<file path="src/hdl/wda_pkg.sv">
// Purpose: Shared constants and carrier types for the watchdog and auxiliary control block
// Assumes: Byte addresses on the register bus are four times the register index
// Notes: Registers are at most eight bits wide (status and mask three), in the low byte of a 32-bit bus word
package wda_pkg;
   // ==========================================================
   // Register indices (byte address = index * 4)
   localparam int ADR_W = 12;
   localparam logic [9:0] AUX_IDX = 10'h0A2;
   localparam logic [9:0] WDC_IDX = 10'h0A7;
   localparam logic [9:0] FEED_IDX = 10'h0A8;
   localparam logic [9:0] STAT_IDX = 10'h0A9;
   localparam logic [9:0] MASK_IDX = 10'h0AA;
   localparam logic [9:0] PTRL_IDX = 10'h0AB;
   localparam logic [9:0] PTRH_IDX = 10'h0AC;
   // ==========================================================
   // Field positions
   localparam int WDC_OVF_BIT = 5;
   localparam int WDC_RUN_BIT = 4;
   localparam int WDC_CLK_BIT = 3;
   localparam int AUX_KBF_BIT = 7;
   localparam int AUX_BOD_BIT = 6;
   localparam int AUX_BOI_BIT = 5;
   localparam int AUX_LOW_POWER_PROGRAM_MEMORY_BIT = 4;
   localparam int AUX_SOFTWARE_RESET_BIT_BIT = 3;
   localparam int AUX_ZERO_BIT = 2;
   localparam int AUX_DPS_BIT = 0;
   localparam int IRQ_WDT_BIT = 0;
   localparam int IRQ_KEY_BIT = 1;
   localparam int IRQ_BRN_BIT = 2;
   localparam int IRQ_W = 3;
   // ==========================================================
   // Reset values, write masks, feed codes and timing
   localparam logic [7:0] WDC_RST_WDT = 8'h30;
   localparam logic [7:0] WDC_RST_ON = 8'h10;
   localparam logic [7:0] WDC_RST_OFF = 8'h00;
   localparam logic [7:0] AUX_RST = 8'h00;
   localparam logic [7:0] WDC_WMASK = 8'h1F;
   localparam logic [7:0] AUX_WMASK = 8'hE1;
   localparam logic [7:0] FEED_FIRST = 8'h1E;
   localparam logic [7:0] FEED_SECOND = 8'hE1;
   localparam logic [2:0] CPU_DIV_LAST = 3'h5;
   localparam int TIMEOUT_BASE_DEF = 8192;
   localparam int CNT_W = 21;
   // ==========================================================
   // Carriers
   typedef struct packed {
      logic cyc;
      logic stb;
      logic we;
      logic [ADR_W-1:0] adr;
      logic [3:0] sel;
      logic [31:0] dat;
   } wda_wb_req_t;
   typedef struct packed {
      logic ack;
      logic [31:0] dat;
   } wda_wb_rsp_t;
   typedef struct packed {
      logic inc;
      logic load;
      logic [15:0] data;
   } wda_ptr_cmd_t;
endpackage

</file>
<file path="src/hdl/wda_top.sv">
// Purpose: Watchdog control, feed logic, auxiliary control and dual data pointers
// Assumes: Wishbone classic slave, one clock; oscillator tick and pins synchronous to ref_clk_i
// Notes: chip_reset_o asks the system for a full chip reset; this block re-initialises itself
//
// Operation
// Watchdog control resets to 30H on watchdog reset, else 10H or 00H by fuse.
// Overflow flag sets on watchdog reset or overflow, clears on a completed feed.
// Run control starts or stops the counter; fuse forces it to one.
// Clock select picks CPU clock divided by 6 or the RC oscillator; fuse forces RC.
// Timeout select gives 8,192 clocks doubled per code up to 1,048,576.
// Software never writes ones to reserved watchdog bits 7, 6 or auxiliary bit 1.
// Keypad flag sets on enabled port 0 pin going low; only software clears it.
// Brownout-off control switches brownout detection off.
// Brownout-as-interrupt control turns brownout into an interrupt instead of a reset.
// Low-power memory bit is set-only; cleared by power-on or brownout reset only.
// Writing one to auxiliary bit 3 fully resets the chip.
// Auxiliary bit 2 always reads zero and ignores writes.
// Pointer select chooses one of two data pointers; the other stays hidden.
// Pointer operations and byte register accesses use the selected pointer.
// Auxiliary control resets to 00H and takes only whole-byte accesses.
// Feed is 1EH then E1H to the feed register; wrong sequences change nothing.
// With fuse off, the timer raises an interrupt instead of a reset.
// With fuse on, watchdog control takes only one write after reset.
// At the selected count: reset if fuse on, else interrupt; overflow flag set.
//
// The implementer's own choice: the Wishbone slave port.
`timescale 1ns/1ps
`default_nettype none
module wda_top #(
   parameter int TIMEOUT_BASE = wda_pkg::TIMEOUT_BASE_DEF
) (
   input wire logic ref_clk_i,
   input wire logic rstn_i,
   input wire wda_pkg::wda_wb_req_t wb_req_i,
   output wda_pkg::wda_wb_rsp_t wb_rsp_o,
   input wire logic watchdog_enable_fuse_i,
   input wire logic wdt_osc_tick_i,
   input wire logic [7:0] keypad_pins_i,
   input wire logic [7:0] keypad_enable_i,
   input wire logic brownout_i,
   input wire wda_pkg::wda_ptr_cmd_t ptr_cmd_i,
   output logic [15:0] data_pointer_o,
   output logic brownout_detect_en_o,
   output logic low_power_program_memory_o,
   output logic chip_reset_o,
   output logic irq_o
);
   import wda_pkg::*;

   // ==========================================================
   // State
   logic [7:0] wdc_ff, nxt_wdc;
   logic [7:0] aux_ff, nxt_aux;
   logic [CNT_W-1:0] cnt_ff, nxt_cnt;
   logic [2:0] pre_ff, nxt_pre;
   logic armed_ff, nxt_armed;
   logic wdc_done_ff, nxt_wdc_done;
   logic init_ff, nxt_init;
   logic [IRQ_W-1:0] stat_ff, nxt_stat;
   logic [IRQ_W-1:0] mask_ff, nxt_mask;
   logic [15:0] ptr0_ff, nxt_ptr0;
   logic [15:0] ptr1_ff, nxt_ptr1;
   logic [7:0] keys_ff, nxt_keys;
   logic brn_ff, nxt_brn;
   logic rst_ff, nxt_rst;
   logic ack_ff, nxt_ack;
   logic [31:0] rdat_ff, nxt_rdat;

   // ==========================================================
   // Bus decode
   logic req;
   logic wr;
   logic [9:0] idx;
   logic [7:0] wbyte;
   logic wr_aux, wr_wdc, wr_feed, wr_stat, wr_mask, wr_ptrl, wr_ptrh;

   // Write takes effect at the edge where ack is high, matching the master's sampling
   assign req = wb_req_i.cyc && wb_req_i.stb;
   assign wr = req && wb_req_i.we && ack_ff && wb_req_i.sel[0];
   assign idx = wb_req_i.adr[ADR_W-1:2];
   assign wbyte = wb_req_i.dat[7:0];
   assign wr_aux = wr && (idx == AUX_IDX);
   assign wr_wdc = wr && (idx == WDC_IDX);
   assign wr_feed = wr && (idx == FEED_IDX);
   assign wr_stat = wr && (idx == STAT_IDX);
   assign wr_mask = wr && (idx == MASK_IDX);
   assign wr_ptrl = wr && (idx == PTRL_IDX);
   assign wr_ptrh = wr && (idx == PTRH_IDX);

   // ==========================================================
   // Events
   logic fuse;
   logic tick;
   logic [CNT_W-1:0] limit;
   logic ovf_evt;
   logic feed_ok;
   logic [7:0] key_fall;
   logic brn_rise;
   logic brn_rst_evt, brn_irq_evt;
   logic wdt_rst_evt, sw_rst_evt, any_rst;
   logic [15:0] ptr_sel;

   assign fuse = watchdog_enable_fuse_i;
   assign tick = wdc_ff[WDC_CLK_BIT] ? (pre_ff == CPU_DIV_LAST) : wdt_osc_tick_i;
   // Limit is one below the count: overflow lands on the tick that completes it
   assign limit = (CNT_W'(TIMEOUT_BASE) << wdc_ff[2:0]) - CNT_W'(1);
   assign ovf_evt = wdc_ff[WDC_RUN_BIT] && tick && (cnt_ff == limit) && !init_ff;
   assign feed_ok = wr_feed && armed_ff && (wbyte == FEED_SECOND);
   // Detector resets high, the idle pin level, so reset never fakes a key press
   assign key_fall = keys_ff & ~keypad_pins_i & keypad_enable_i;
   // Detection is gated off entirely while the brownout-off control is set
   assign brn_rise = brownout_i && !brn_ff && !aux_ff[AUX_BOD_BIT];
   assign brn_irq_evt = brn_rise && aux_ff[AUX_BOI_BIT];
   assign brn_rst_evt = brn_rise && !aux_ff[AUX_BOI_BIT];
   assign wdt_rst_evt = ovf_evt && fuse;
   assign sw_rst_evt = wr_aux && wbyte[AUX_SOFTWARE_RESET_BIT_BIT];
   assign any_rst = wdt_rst_evt || sw_rst_evt || brn_rst_evt;
   // Only the selected pointer is ever visible outside the block
   assign ptr_sel = aux_ff[AUX_DPS_BIT] ? ptr1_ff : ptr0_ff;

   // ==========================================================
   // Watchdog control and counter
   always_comb begin
      nxt_wdc = wdc_ff;
      nxt_cnt = cnt_ff;
      // Prescaler runs freely; switching to the CPU clock may shorten the first tick
      nxt_pre = (pre_ff == CPU_DIV_LAST) ? 3'h0 : pre_ff + 3'h1;
      nxt_armed = armed_ff;
      nxt_wdc_done = wdc_done_ff;
      nxt_init = 1'b0;
      if (init_ff || sw_rst_evt || brn_rst_evt) begin
         // Fuse is sampled after reset release, never under the asynchronous reset
         nxt_wdc = fuse ? WDC_RST_ON : WDC_RST_OFF;
         // An overflow in the same cycle as another reset still leaves its flag
         nxt_wdc[WDC_OVF_BIT] = ovf_evt;
         nxt_cnt = '0;
         nxt_armed = 1'b0;
         nxt_wdc_done = 1'b0;
      end else if (wdt_rst_evt) begin
         nxt_wdc = WDC_RST_WDT;
         nxt_cnt = '0;
         nxt_armed = 1'b0;
         nxt_wdc_done = 1'b0;
      end else begin
         if (wr_wdc && !(fuse && wdc_done_ff)) begin
            nxt_wdc = (wdc_ff & ~WDC_WMASK) | (wbyte & WDC_WMASK);
            nxt_wdc_done = 1'b1;
         end
         if (wr_feed) begin
            nxt_armed = (wbyte == FEED_FIRST);
         end
         if (feed_ok) begin
            nxt_cnt = '0;
            nxt_wdc[WDC_OVF_BIT] = 1'b0;
         end else if (wdc_ff[WDC_RUN_BIT] && tick) begin
            nxt_cnt = (cnt_ff == limit) ? '0 : cnt_ff + CNT_W'(1);
         end
         // Overflow wins over a feed landing in the same cycle
         if (ovf_evt) begin
            nxt_wdc[WDC_OVF_BIT] = 1'b1;
         end
      end
      if (fuse) begin
         nxt_wdc[WDC_RUN_BIT] = 1'b1;
         nxt_wdc[WDC_CLK_BIT] = 1'b0;
      end
      // Reserved bits read zero whatever software writes
      nxt_wdc[7:6] = 2'b00;
   end

   always_ff @(posedge ref_clk_i or negedge rstn_i) begin
      if (!rstn_i) begin
         wdc_ff <= WDC_RST_OFF;
         cnt_ff <= '0;
         pre_ff <= 3'h0;
         armed_ff <= 1'b0;
         wdc_done_ff <= 1'b0;
         init_ff <= 1'b1;
      end else begin
         wdc_ff <= nxt_wdc;
         cnt_ff <= nxt_cnt;
         pre_ff <= nxt_pre;
         armed_ff <= nxt_armed;
         wdc_done_ff <= nxt_wdc_done;
         init_ff <= nxt_init;
      end
   end

   // ==========================================================
   // Auxiliary control, data pointers, interrupts
   always_comb begin
      nxt_aux = aux_ff;
      nxt_ptr0 = ptr0_ff;
      nxt_ptr1 = ptr1_ff;
      nxt_stat = stat_ff;
      nxt_mask = mask_ff;
      nxt_keys = keypad_pins_i;
      nxt_brn = brownout_i;
      nxt_rst = any_rst;
      if (any_rst) begin
         // Low-power bit survives software and watchdog resets
         nxt_aux = AUX_RST;
         nxt_aux[AUX_LOW_POWER_PROGRAM_MEMORY_BIT] = aux_ff[AUX_LOW_POWER_PROGRAM_MEMORY_BIT] && !brn_rst_evt;
         nxt_ptr0 = 16'h0000;
         nxt_ptr1 = 16'h0000;
         nxt_stat = '0;
         nxt_mask = '0;
      end else begin
         if (wr_aux) begin
            nxt_aux = (aux_ff & ~AUX_WMASK) | (wbyte & AUX_WMASK);
            nxt_aux[AUX_LOW_POWER_PROGRAM_MEMORY_BIT] = aux_ff[AUX_LOW_POWER_PROGRAM_MEMORY_BIT] | wbyte[AUX_LOW_POWER_PROGRAM_MEMORY_BIT];
         end
         if (|key_fall) begin
            nxt_aux[AUX_KBF_BIT] = 1'b1;
         end
         if (wr_stat) begin
            nxt_stat = stat_ff & ~wbyte[IRQ_W-1:0];
         end
         if (wr_mask) begin
            nxt_mask = wbyte[IRQ_W-1:0];
         end
         // Set wins over a write-one clear in the same cycle
         if (ovf_evt) begin
            nxt_stat[IRQ_WDT_BIT] = 1'b1;
         end
         if (|key_fall) begin
            nxt_stat[IRQ_KEY_BIT] = 1'b1;
         end
         if (brn_irq_evt) begin
            nxt_stat[IRQ_BRN_BIT] = 1'b1;
         end
         if (aux_ff[AUX_DPS_BIT]) begin
            if (ptr_cmd_i.load) begin
               nxt_ptr1 = ptr_cmd_i.data;
            end else if (ptr_cmd_i.inc) begin
               nxt_ptr1 = ptr1_ff + 16'h0001;
            end
            if (wr_ptrl) begin
               nxt_ptr1[7:0] = wbyte;
            end
            if (wr_ptrh) begin
               nxt_ptr1[15:8] = wbyte;
            end
         end else begin
            if (ptr_cmd_i.load) begin
               nxt_ptr0 = ptr_cmd_i.data;
            end else if (ptr_cmd_i.inc) begin
               nxt_ptr0 = ptr0_ff + 16'h0001;
            end
            if (wr_ptrl) begin
               nxt_ptr0[7:0] = wbyte;
            end
            if (wr_ptrh) begin
               nxt_ptr0[15:8] = wbyte;
            end
         end
      end
      // Hard-wired zero, self-clearing reset strobe and reserved bit
      nxt_aux[AUX_ZERO_BIT] = 1'b0;
      nxt_aux[AUX_SOFTWARE_RESET_BIT_BIT] = 1'b0;
      nxt_aux[1] = 1'b0;
   end

   always_ff @(posedge ref_clk_i or negedge rstn_i) begin
      if (!rstn_i) begin
         aux_ff <= AUX_RST;
         ptr0_ff <= 16'h0000;
         ptr1_ff <= 16'h0000;
         stat_ff <= '0;
         mask_ff <= '0;
         keys_ff <= 8'hFF;
         brn_ff <= 1'b0;
         rst_ff <= 1'b0;
      end else begin
         aux_ff <= nxt_aux;
         ptr0_ff <= nxt_ptr0;
         ptr1_ff <= nxt_ptr1;
         stat_ff <= nxt_stat;
         mask_ff <= nxt_mask;
         keys_ff <= nxt_keys;
         brn_ff <= nxt_brn;
         rst_ff <= nxt_rst;
      end
   end

   // ==========================================================
   // Bus answer: ack one cycle after the request, unmapped reads return zero
   always_comb begin
      // One request outstanding; ack drops in the cycle after it was given
      nxt_ack = req && !ack_ff;
      nxt_rdat = 32'h0000_0000;
      unique case (idx)
         AUX_IDX: nxt_rdat[7:0] = aux_ff;
         WDC_IDX: nxt_rdat[7:0] = wdc_ff;
         STAT_IDX: nxt_rdat[IRQ_W-1:0] = stat_ff;
         MASK_IDX: nxt_rdat[IRQ_W-1:0] = mask_ff;
         PTRL_IDX: nxt_rdat[7:0] = ptr_sel[7:0];
         PTRH_IDX: nxt_rdat[7:0] = ptr_sel[15:8];
         default: nxt_rdat = 32'h0000_0000;
      endcase
   end

   always_ff @(posedge ref_clk_i or negedge rstn_i) begin
      if (!rstn_i) begin
         ack_ff <= 1'b0;
         rdat_ff <= 32'h0000_0000;
      end else begin
         ack_ff <= nxt_ack;
         rdat_ff <= nxt_rdat;
      end
   end

   assign wb_rsp_o.ack = ack_ff;
   assign wb_rsp_o.dat = rdat_ff;
   assign data_pointer_o = ptr_sel;
   assign brownout_detect_en_o = !aux_ff[AUX_BOD_BIT];
   assign low_power_program_memory_o = aux_ff[AUX_LOW_POWER_PROGRAM_MEMORY_BIT];
   assign chip_reset_o = rst_ff;
   // Level interrupt: stays high until software clears the status bit
   assign irq_o = |(stat_ff & mask_ff);
endmodule
`default_nettype wire

</file>
<file path="config.mk">
export PLATFORM = sky130hd
export DESIGN_NAME = wda_top
export DESIGN_NICKNAME = d
export VERILOG_FILES = /design/src/hdl/wda_pkg.sv /design/src/hdl/wda_top.sv
export SDC_FILE = /design/constraint.sdc
export NUM_CORES = 1
export LEC_CHECK = 0
export ABC_AREA = 1
export BUFFER_PORTS_ARGS = -buffer_cell sky130_fd_sc_hd__buf_2
export CORE_ASPECT_RATIO = 1.4
export CORE_MARGIN = 2
export CORE_UTILIZATION = 57
export CTS_CLUSTER_DIAMETER = 120
export DETAILED_ROUTE_END_ITERATION = 6
export GPL_TIMING_DRIVEN = 1
export PLACE_DENSITY = 0.92
export SLEW_MARGIN = 20
export SYNTH_ARGS = -nofsm -noshare
export SYNTH_HDL_FRONTEND = slang
export SYNTH_SLANG_ARGS = --single-unit
export TNS_END_PERCENT = 20
</file>
<file path="constraint.sdc">
create_clock -name ref_clk_i -period 2.8 [get_ports ref_clk_i]
set_clock_uncertainty 0.15 [all_clocks]
set_input_delay 0.7 -clock ref_clk_i [delete_from_list [all_inputs] [get_ports ref_clk_i]]
set_output_delay 0.7 -clock ref_clk_i [all_outputs]
set_load 0.05 [all_outputs]
</file>
==> implementation parameters, run 1 <==
Parameter                              Value

Setup path
  Kind of cell with the highest combined delay on the critical path    buffers and inverters
  Worst path cell trace    buf_4 -> o21ai_0 -> buf_2
  Kind of end point of the critical path    output pin
  Required arrival time at the worst endpoint    between 1.5 and 2 ns
  Critical-path maximum fanout    14
  Setup crit start kind    flip-flop
  Critical path's largest stage delay    0.52 ns
  Crit Reg-Reg Startpoint    wdc_ff[1]
  Path type of the worst setup path    reg2out
  Buffers and inverters on the worst path    2
  Critical path launch point    aux_ff[0]
  Slowest library cell on the worst path    sky130_fd_sc_hd__dfrtp_2
  Worst path arrival time    around 1.9 ns

Routing
  Via Count    8066
  Wire length per cell after detailed routing    17.5 um
  Number of vias per cell after detailed routing    roughly 6
  Iter 0 DRT Violations    781
  Remaining DRCs    0
  Post-Route WL    ~23 mm
  Number of nets with antenna violations after detailed routing    0
  1st-pass router iterations    6

Power
  Power Internal    2370 uW
  Power share of the combinational group    23.0%
  Sequential Power Share    42.1%
  Psw    1350 uW
  Total leakage power    0.00407 uW
  Switching power share of the total    36.4%
  Relative contribution of the clock network to total power    34.9%
  IR drop worst, VDD    0.349 mV
  Power per cell area    453 nW/um^2

Logic synthesis
  Post-Syn Area per Cell    6.69 um^2
  Number of synthesized register bits    95
  Complex-gate fraction of the synthesized area    15.6%
  Dominant cells by area after synthesis    sky130_fd_sc_hd__dfrtp_1, sky130_fd_sc_hd__nand2_1, sky130_fd_sc_hd__nor2_1, sky130_fd_sc_hd__o21ai_0, sky130_fd_sc_hd__inv_1
  Fraction of synthesized area in multiplexers    0%
  Count of flip-flops with a built-in enable after synthesis    0
  Dominant synthesized flop cell    sky130_fd_sc_hd__dfrtp_1
  Proportion of register bits with asynchronous set or reset after synthesis    100%
  Arithmetic-cell share of the synthesized area counting full adders, half adders and majority gates    less than 1%
  Portion of synthesized cell area occupied by the leading cell type    between 20% and 30%
  Synth unique cells    46
  Number of warnings reported in the yosys synthesis log    0
  Synthesized cell area    between 7000 and 8000 um^2
  Seq/Total Area, Yosys    between 30% and 40%
  XOR/XNOR Fraction of Synth Area    ~1.3%
  Post-Synth Simple-Gate Area    38.6%
  Most frequent cell after synthesis    sky130_fd_sc_hd__nand2_1
  Number of standard cells after synthesis    between 1k and 1.5k
  Synth cell count leaders    sky130_fd_sc_hd__nand2_1, sky130_fd_sc_hd__nor2_1, sky130_fd_sc_hd__dfrtp_1
  Area leader, netlist    sky130_fd_sc_hd__dfrtp_1
  Main combinational cell family by area after synthesis    simple AND/OR/NAND/NOR gates

Clock tree
  Clock network latency to the later pin of the worst-skew pair    0.36 ns
  CTS Hold Bufs    0
  H-tree levels    3
  Clock slew at the register clock pins of the worst setup and hold paths    0.08 ns
  CTS tree    built
  Number of sinks handled by clock tree synthesis    95
  CTS max path bufs    2
  Total clock buffers created by CTS    9
  Root Buffer    sky130_fd_sc_hd__clkbuf_16

Placed design
  Worst slack at placement    -0.000584 ns
  Number of port buffers    89
  Last weighted congestion value of the routability-driven placer    about 0.99
  Detailed Place HPWL    16.4 mm
  Post-DP Area    7840 um^2

Die
  Total number of placement rows    48
  Initial Util    58.7%
  Die X-Extent    99.4 um
  Full die area    13700 um^2
  Ports    143
  Placeable core area    12400 um^2
  Vert. Die Dim    138 um

STA
  Max-slew violation count    0
  Final critical-path share of the clock period    98.0%
  Setup TNS    0 ns
  Final number of hold-violating endpoints    0
  Number of endpoints failing setup at the final stage    0
  Slew at the pin closest to its max-slew limit    ~1.0 ns
  Slew headroom    29.9%
  Peak Freq    365 MHz
  Final hold slack    0.237 ns
  Min cycle time layout    2.74 ns
  Final setup slack of the worst path    0.0569 ns

Cells and area
  Layout cells sized above 1    17.7%
  Ant. Diodes    0
  Fin util    66.4%
  Number of nets in the layout    1278
  Final instance area    8210 um^2
  Layout area overhead    13.0%
  Layout fillers    1094

Global route
  Number of antenna violations at the first check in global routing    0
  Gr ovfl total    0
  Overall global routing resource usage    34.5%
  Largest net degree at the start of global routing    96
  Global-route wire length before repair    37.3 mm
  Via count of the first global-routing pass    7512

Min path
  Hold crit path type    in2async

Run
  Number of max-capacitance violations reported    0

Run status
  Result of the run    completed
layout make-up:
type	count	area, um^2	share of cell area, %
Timing Repair Buffer	126	792	9.64
Multi-Input combinational cell	860	4190	51.1
Inverter	92	345	4.20
Clock buffer	10	239	2.91
Sequential cell	95	2390	29.1
Tap cell	150	188	2.29
Clock inverter	6	65.1	0.792
final timing paths:
check | slack (ns) | end | cells past startpoint
max | 0.06 | data_pointer_o[4] | 3
min | 0.24 | stat_ff[2] | 2
max reg2reg | 0.19 | stat_ff[0] | 16
min reg2reg | 0.30 | ack_ff | 1
max in group asynchronous | 1.84 | ptr0_ff[12] | 2
min in group ref_clk_i | 0.29 | keys_ff[2] | 1
through the flow:
step                instances  power, uW
floorplan                1110       2160
global placement         1320       2390
detailed placement       1320       2410
CTS                      1336       3690
global route             1339       3860
finish                   1339       3720
power by group through the flow:
stage | clock, uW | sequential (uW) | combinational (uW)
2_1_floorplan | 0 | 1560 | 605
3_3_place_gp | 0 | 1580 | 809
3_5_place_dp | 0 | 1590 | 825
4_1_cts | 1300 | 1560 | 831
5_1_grt | 1350 | 1570 | 932
6_report | 1300 | 1570 | 856
timing repair:
item / 4_1_cts / 5_1_grt
endpoints found under the setup margin: 0 / 47
buffers inserted: 0 / 2
resized for setup: 0 / 6
placed cells by master (no fill, tap or decap), types with 3 or more instances in the layout:
cell type	instances
sky130_fd_sc_hd__o2111ai_1	35
sky130_fd_sc_hd__nor2_2	7
sky130_fd_sc_hd__ha_1	3
sky130_fd_sc_hd__o21bai_1	3
sky130_fd_sc_hd__conb_1	25
sky130_fd_sc_hd__o211ai_4	4
sky130_fd_sc_hd__nand2_1	377
sky130_fd_sc_hd__buf_4	33
sky130_fd_sc_hd__buf_2	88
sky130_fd_sc_hd__nand3_1	57
sky130_fd_sc_hd__or2_2	13
sky130_fd_sc_hd__o211ai_1	5
sky130_fd_sc_hd__o21ai_0	76
sky130_fd_sc_hd__nor2_1	114
sky130_fd_sc_hd__nand3b_1	7
sky130_fd_sc_hd__a21oi_1	39
sky130_fd_sc_hd__nand2_4	3
sky130_fd_sc_hd__nand3_2	3
sky130_fd_sc_hd__dfstp_2	9
sky130_fd_sc_hd__nand2_2	6
sky130_fd_sc_hd__clkbuf_16	10
sky130_fd_sc_hd__dfrtp_1	85
sky130_fd_sc_hd__nor3_1	16
sky130_fd_sc_hd__nor2_4	4
sky130_fd_sc_hd__nor4_1	3
sky130_fd_sc_hd__o21ai_1	3
sky130_fd_sc_hd__nand4_1	28
sky130_fd_sc_hd__inv_6	3
sky130_fd_sc_hd__inv_1	82
sky130_fd_sc_hd__xor2_1	9
sky130_fd_sc_hd__inv_2	10
sequential cells by signal, summed over array words and instances, names as in the netlist:
name,count
ack_ff,1
cnt_ff,21
keys_ff,8
armed_ff,1
ptr1_ff,16
chip_reset_o,1
brn_ff,1
wdc_ff,6
rdat_ff,8
aux_ff,5
init_ff,1
pre_ff,3
stat_ff,3
wdc_done_ff,1
ptr0_ff,16
mask_ff,3
cells by family after synthesis:
logic type,after synthesis
AOI/OAI and AO/OA,175
and+or+nand+nor,645
other,1
adders and majority gates,4
xor gates and xnor gates,11
DFF,95
buffers and inverters,155
per-layer routing:
layer | vias up | part of all wire [%] | global-route usage, %
met3 | 110 | 9.6 | 5.18
met4 | 0 | 5.3 | 17.4
li1 | 3728 | - | -
met1 | 3719 | 37 | 42.5
met2 | 509 | 48 | 58.6
met5 | - | 0 | 0
Note: power is estimated with default switching activity, not from simulation.
==> run 2: changes to the inputs <==
--- a/config.mk
+++ b/config.mk
@@ -13,6 +13,7 @@
 export CTS_CLUSTER_DIAMETER = 120
 export DETAILED_ROUTE_END_ITERATION = 6
 export GPL_TIMING_DRIVEN = 1
+export MAX_ROUTING_LAYER = met4
 export PLACE_DENSITY = 0.92
 export SLEW_MARGIN = 20
 export SYNTH_ARGS = -nofsm -noshare
==> implementation parameters, run 2 (synthesized netlist as in run 1, its figures left out) <==
Parameter                              Value

Clock tree
  Post-CTS setup buffer count    0 (unchanged)
  Root Buffer    sky130_fd_sc_hd__clkbuf_16
  Clock slew at the register clock pins of the worst setup and hold paths    0.08 ns (about the same)
  Number of sinks handled by clock tree synthesis    95 (unchanged)
  Clock network latency to the later pin of the worst-skew pair    0.36 ns (about the same)
  CTS tree    built
  Total clock buffers created by CTS    9 (unchanged)
  H-tree levels    3 (unchanged)
  CTS max path bufs    2 (unchanged)

Cells and area
  Largest Register    cnt_ff
  Biggest regs    cnt_ff: 21 flops, ptr0_ff: 16 flops, ptr1_ff: 16 flops
  Ant. Diodes    0 (unchanged)
  Layout area overhead    12.9%
  Number of nets in the layout    1281 (+0.23%)
  Leading cell type in the layout, fill and taps excluded    sky130_fd_sc_hd__nand2_1
  Layout cells sized above 1    17.8% (+0.12 points)
  Commonest cells after routing, fill and taps aside    sky130_fd_sc_hd__nand2_1, sky130_fd_sc_hd__nor2_1, sky130_fd_sc_hd__buf_2
  Final instance area    8200 um^2 (-0.11%)
  Largest register FFs    21 (unchanged)

Setup path
  Slowest library cell on the worst path    sky130_fd_sc_hd__o21ai_0
  Required arrival time at the worst endpoint    1.95 ns (about the same)
  Worst path cell trace    o21ai_0 -> buf_2
  Critical-path maximum fanout    20 (+6)
  Crit Reg-Reg Startpoint    wdc_ff[1]
  Setup slack, reg-to-reg    0.22 ns (+0.03 ns)
  Kind of end point of the critical path    output pin
  Critical path's largest stage delay    0.63 ns (+0.11 ns)
  Worst R2R Path Depth    15 (-1)
  Worst path arrival time    1.94 ns (+0.05 ns)
  Worst flop-to-flop path endpoint    ptr0_ff[7]
  Path type of the worst setup path    reg2out
  Setup crit start kind    flip-flop

Global route
  Overall global routing resource usage    35.0% (+0.55 points)
  Global-route wire length before repair    37.1 mm (-0.61%)
  Gr ovfl total    0 (unchanged)
  Number of antenna violations at the first check in global routing    0 (unchanged)
  Via count of the first global-routing pass    7639 (+1.7%)
  Largest net degree at the start of global routing    50 (-48%)

STA
  Final hold slack    0.231 ns (-0.00676 ns)
  Slew at the pin closest to its max-slew limit    0.892 ns (-0.156 ns)
  Slew headroom    40.3% (+10 points)
  Final setup slack of the worst path    0.0101 ns (-0.0468 ns)
  Setup TNS    0 ns (unchanged)
  Min cycle time layout    2.79 ns (+0.0468 ns)
  Number of endpoints failing setup at the final stage    0 (unchanged)
  Final critical-path share of the clock period    99.6% (+1.7 points)
  Max-slew violation count    0 (unchanged)
  Peak Freq    358 MHz (-1.7%)
  Final number of hold-violating endpoints    0 (unchanged)
  Setup repair after global routing missed its margin    yes

Placed design
  Detailed Place HPWL    16.8 mm (+2.5%)
  Number of port buffers    89 (unchanged)
  Last weighted congestion value of the routability-driven placer    0.978 (-0.91%)
  Worst slack at placement    0.0370 ns (+0.0375 ns)
  Post-DP Area    7890 um^2 (+0.57%)

Routing
  Via Count    7874 (-2.4%)
  Iter 0 DRT Violations    729 (-6.7%)
  Post-Route WL    22.6 mm (-3.8%)
  Wire length per cell after detailed routing    16.8 um (-4.0%)
  Number of nets with antenna violations after detailed routing    0 (unchanged)
  Remaining DRCs    3 (+3)
  Number of vias per cell after detailed routing    5.87 (-2.6%)
  1st-pass router iterations    7 (+1)

Power
  Power per cell area    451 nW/um^2 (-0.41%)
  Total leakage power    0.00407 uW (about the same)
  IR drop worst, VDD    0.357 mV (+2.3%)

Die
  Total number of placement rows    48 (unchanged)
  Full die area    13700 um^2 (unchanged)
  Die X-Extent    99.4 um (unchanged)
  Vert. Die Dim    138 um (unchanged)
  Initial Util    58.7% (unchanged)
  Placeable core area    12400 um^2 (unchanged)
  Ports    143 (unchanged)

Min path
  Hold crit path type    in2async

Run status
  Result of the run    complete, but fails checks
  Violations in the final reports    DRC

Run
  Number of max-capacitance violations reported    0 (unchanged)
## run 2: area by class of cell
class	instances	area, um^2
flip-flops and latches	95	2390
inverters	92	345
clock buffers	9	225
well taps	150	188
fillers	1122	4170
repair buffers	129	790
clock inverters	7	75.1
multi-input cells	860	4190
## run 2: worst max-delay path, delay by kind of cell, from the launching register on
| family | cells | cell delay [ns] |
|---|---|---|
| buffers and inverters | 1 | 0.39 |
| flip-flops | 1 | 0.55 |
| AO/OA/AOI/OAI | 1 | 0.63 |
## run 2: metrics by stage
| stage | std cells | util, % | power [uW] |
|---|---|---|---|
| finish | 1342 | 66.3 | 3700 |
| global route | 1342 | 66.3 | 3850 |
| CTS | 1342 | 66.2 | 3690 |
| global placement | 1326 | 63.8 | 2400 |
| floorplan | 1110 | - | 2160 |
| detailed placement | 1326 | 63.8 | 2420 |
## run 2: report_power, final
group | internal [uW] | leakage (uW) | total, uW | switching [uW]
Sequential | 1460 | 0.00123 | 1570 | 110
Clock | 636 | 0.000145 | 1280 | 649
Combinational | 252 | 0.00270 | 849 | 597
## run 2: worst max-delay path by stage
| stage | start | endpoint | slack [ns] |
|---|---|---|---|
| after global routing | wdc_ff[0] | ptr0_ff[9] | -0.009 |
| after detailed placement | wb_req_i[43] | cnt_ff[14] | 0.04 |
| after floorplan | aux_ff[0] | data_pointer_o[12] | 0.13 |
| after CTS | aux_ff[0] | data_pointer_o[15] | 0.1 |
| final | aux_ff[0] | data_pointer_o[13] | 0.01 |
| after global placement | wb_req_i[42] | cnt_ff[14] | 0.11 |
## run 2: per-layer routing
| layer | GRT usage [%] | up-vias | wire length, um |
|---|---|---|---|
| met3 | 6.09 | 115 | 2070 |
| li1 | - | 3739 | - |
| met2 | 57.8 | 452 | 10900 |
| met5 | - | - | 0 |
| met1 | 40.7 | 3568 | 8280 |
| met4 | 18.9 | 0 | 1320 |
## run 2: what timing repair did
action                     CTS  global route
gates resized for setup      1             3
hold buffers                 0             0
setup endpoints to repair    9            31
gates cloned                 0             0
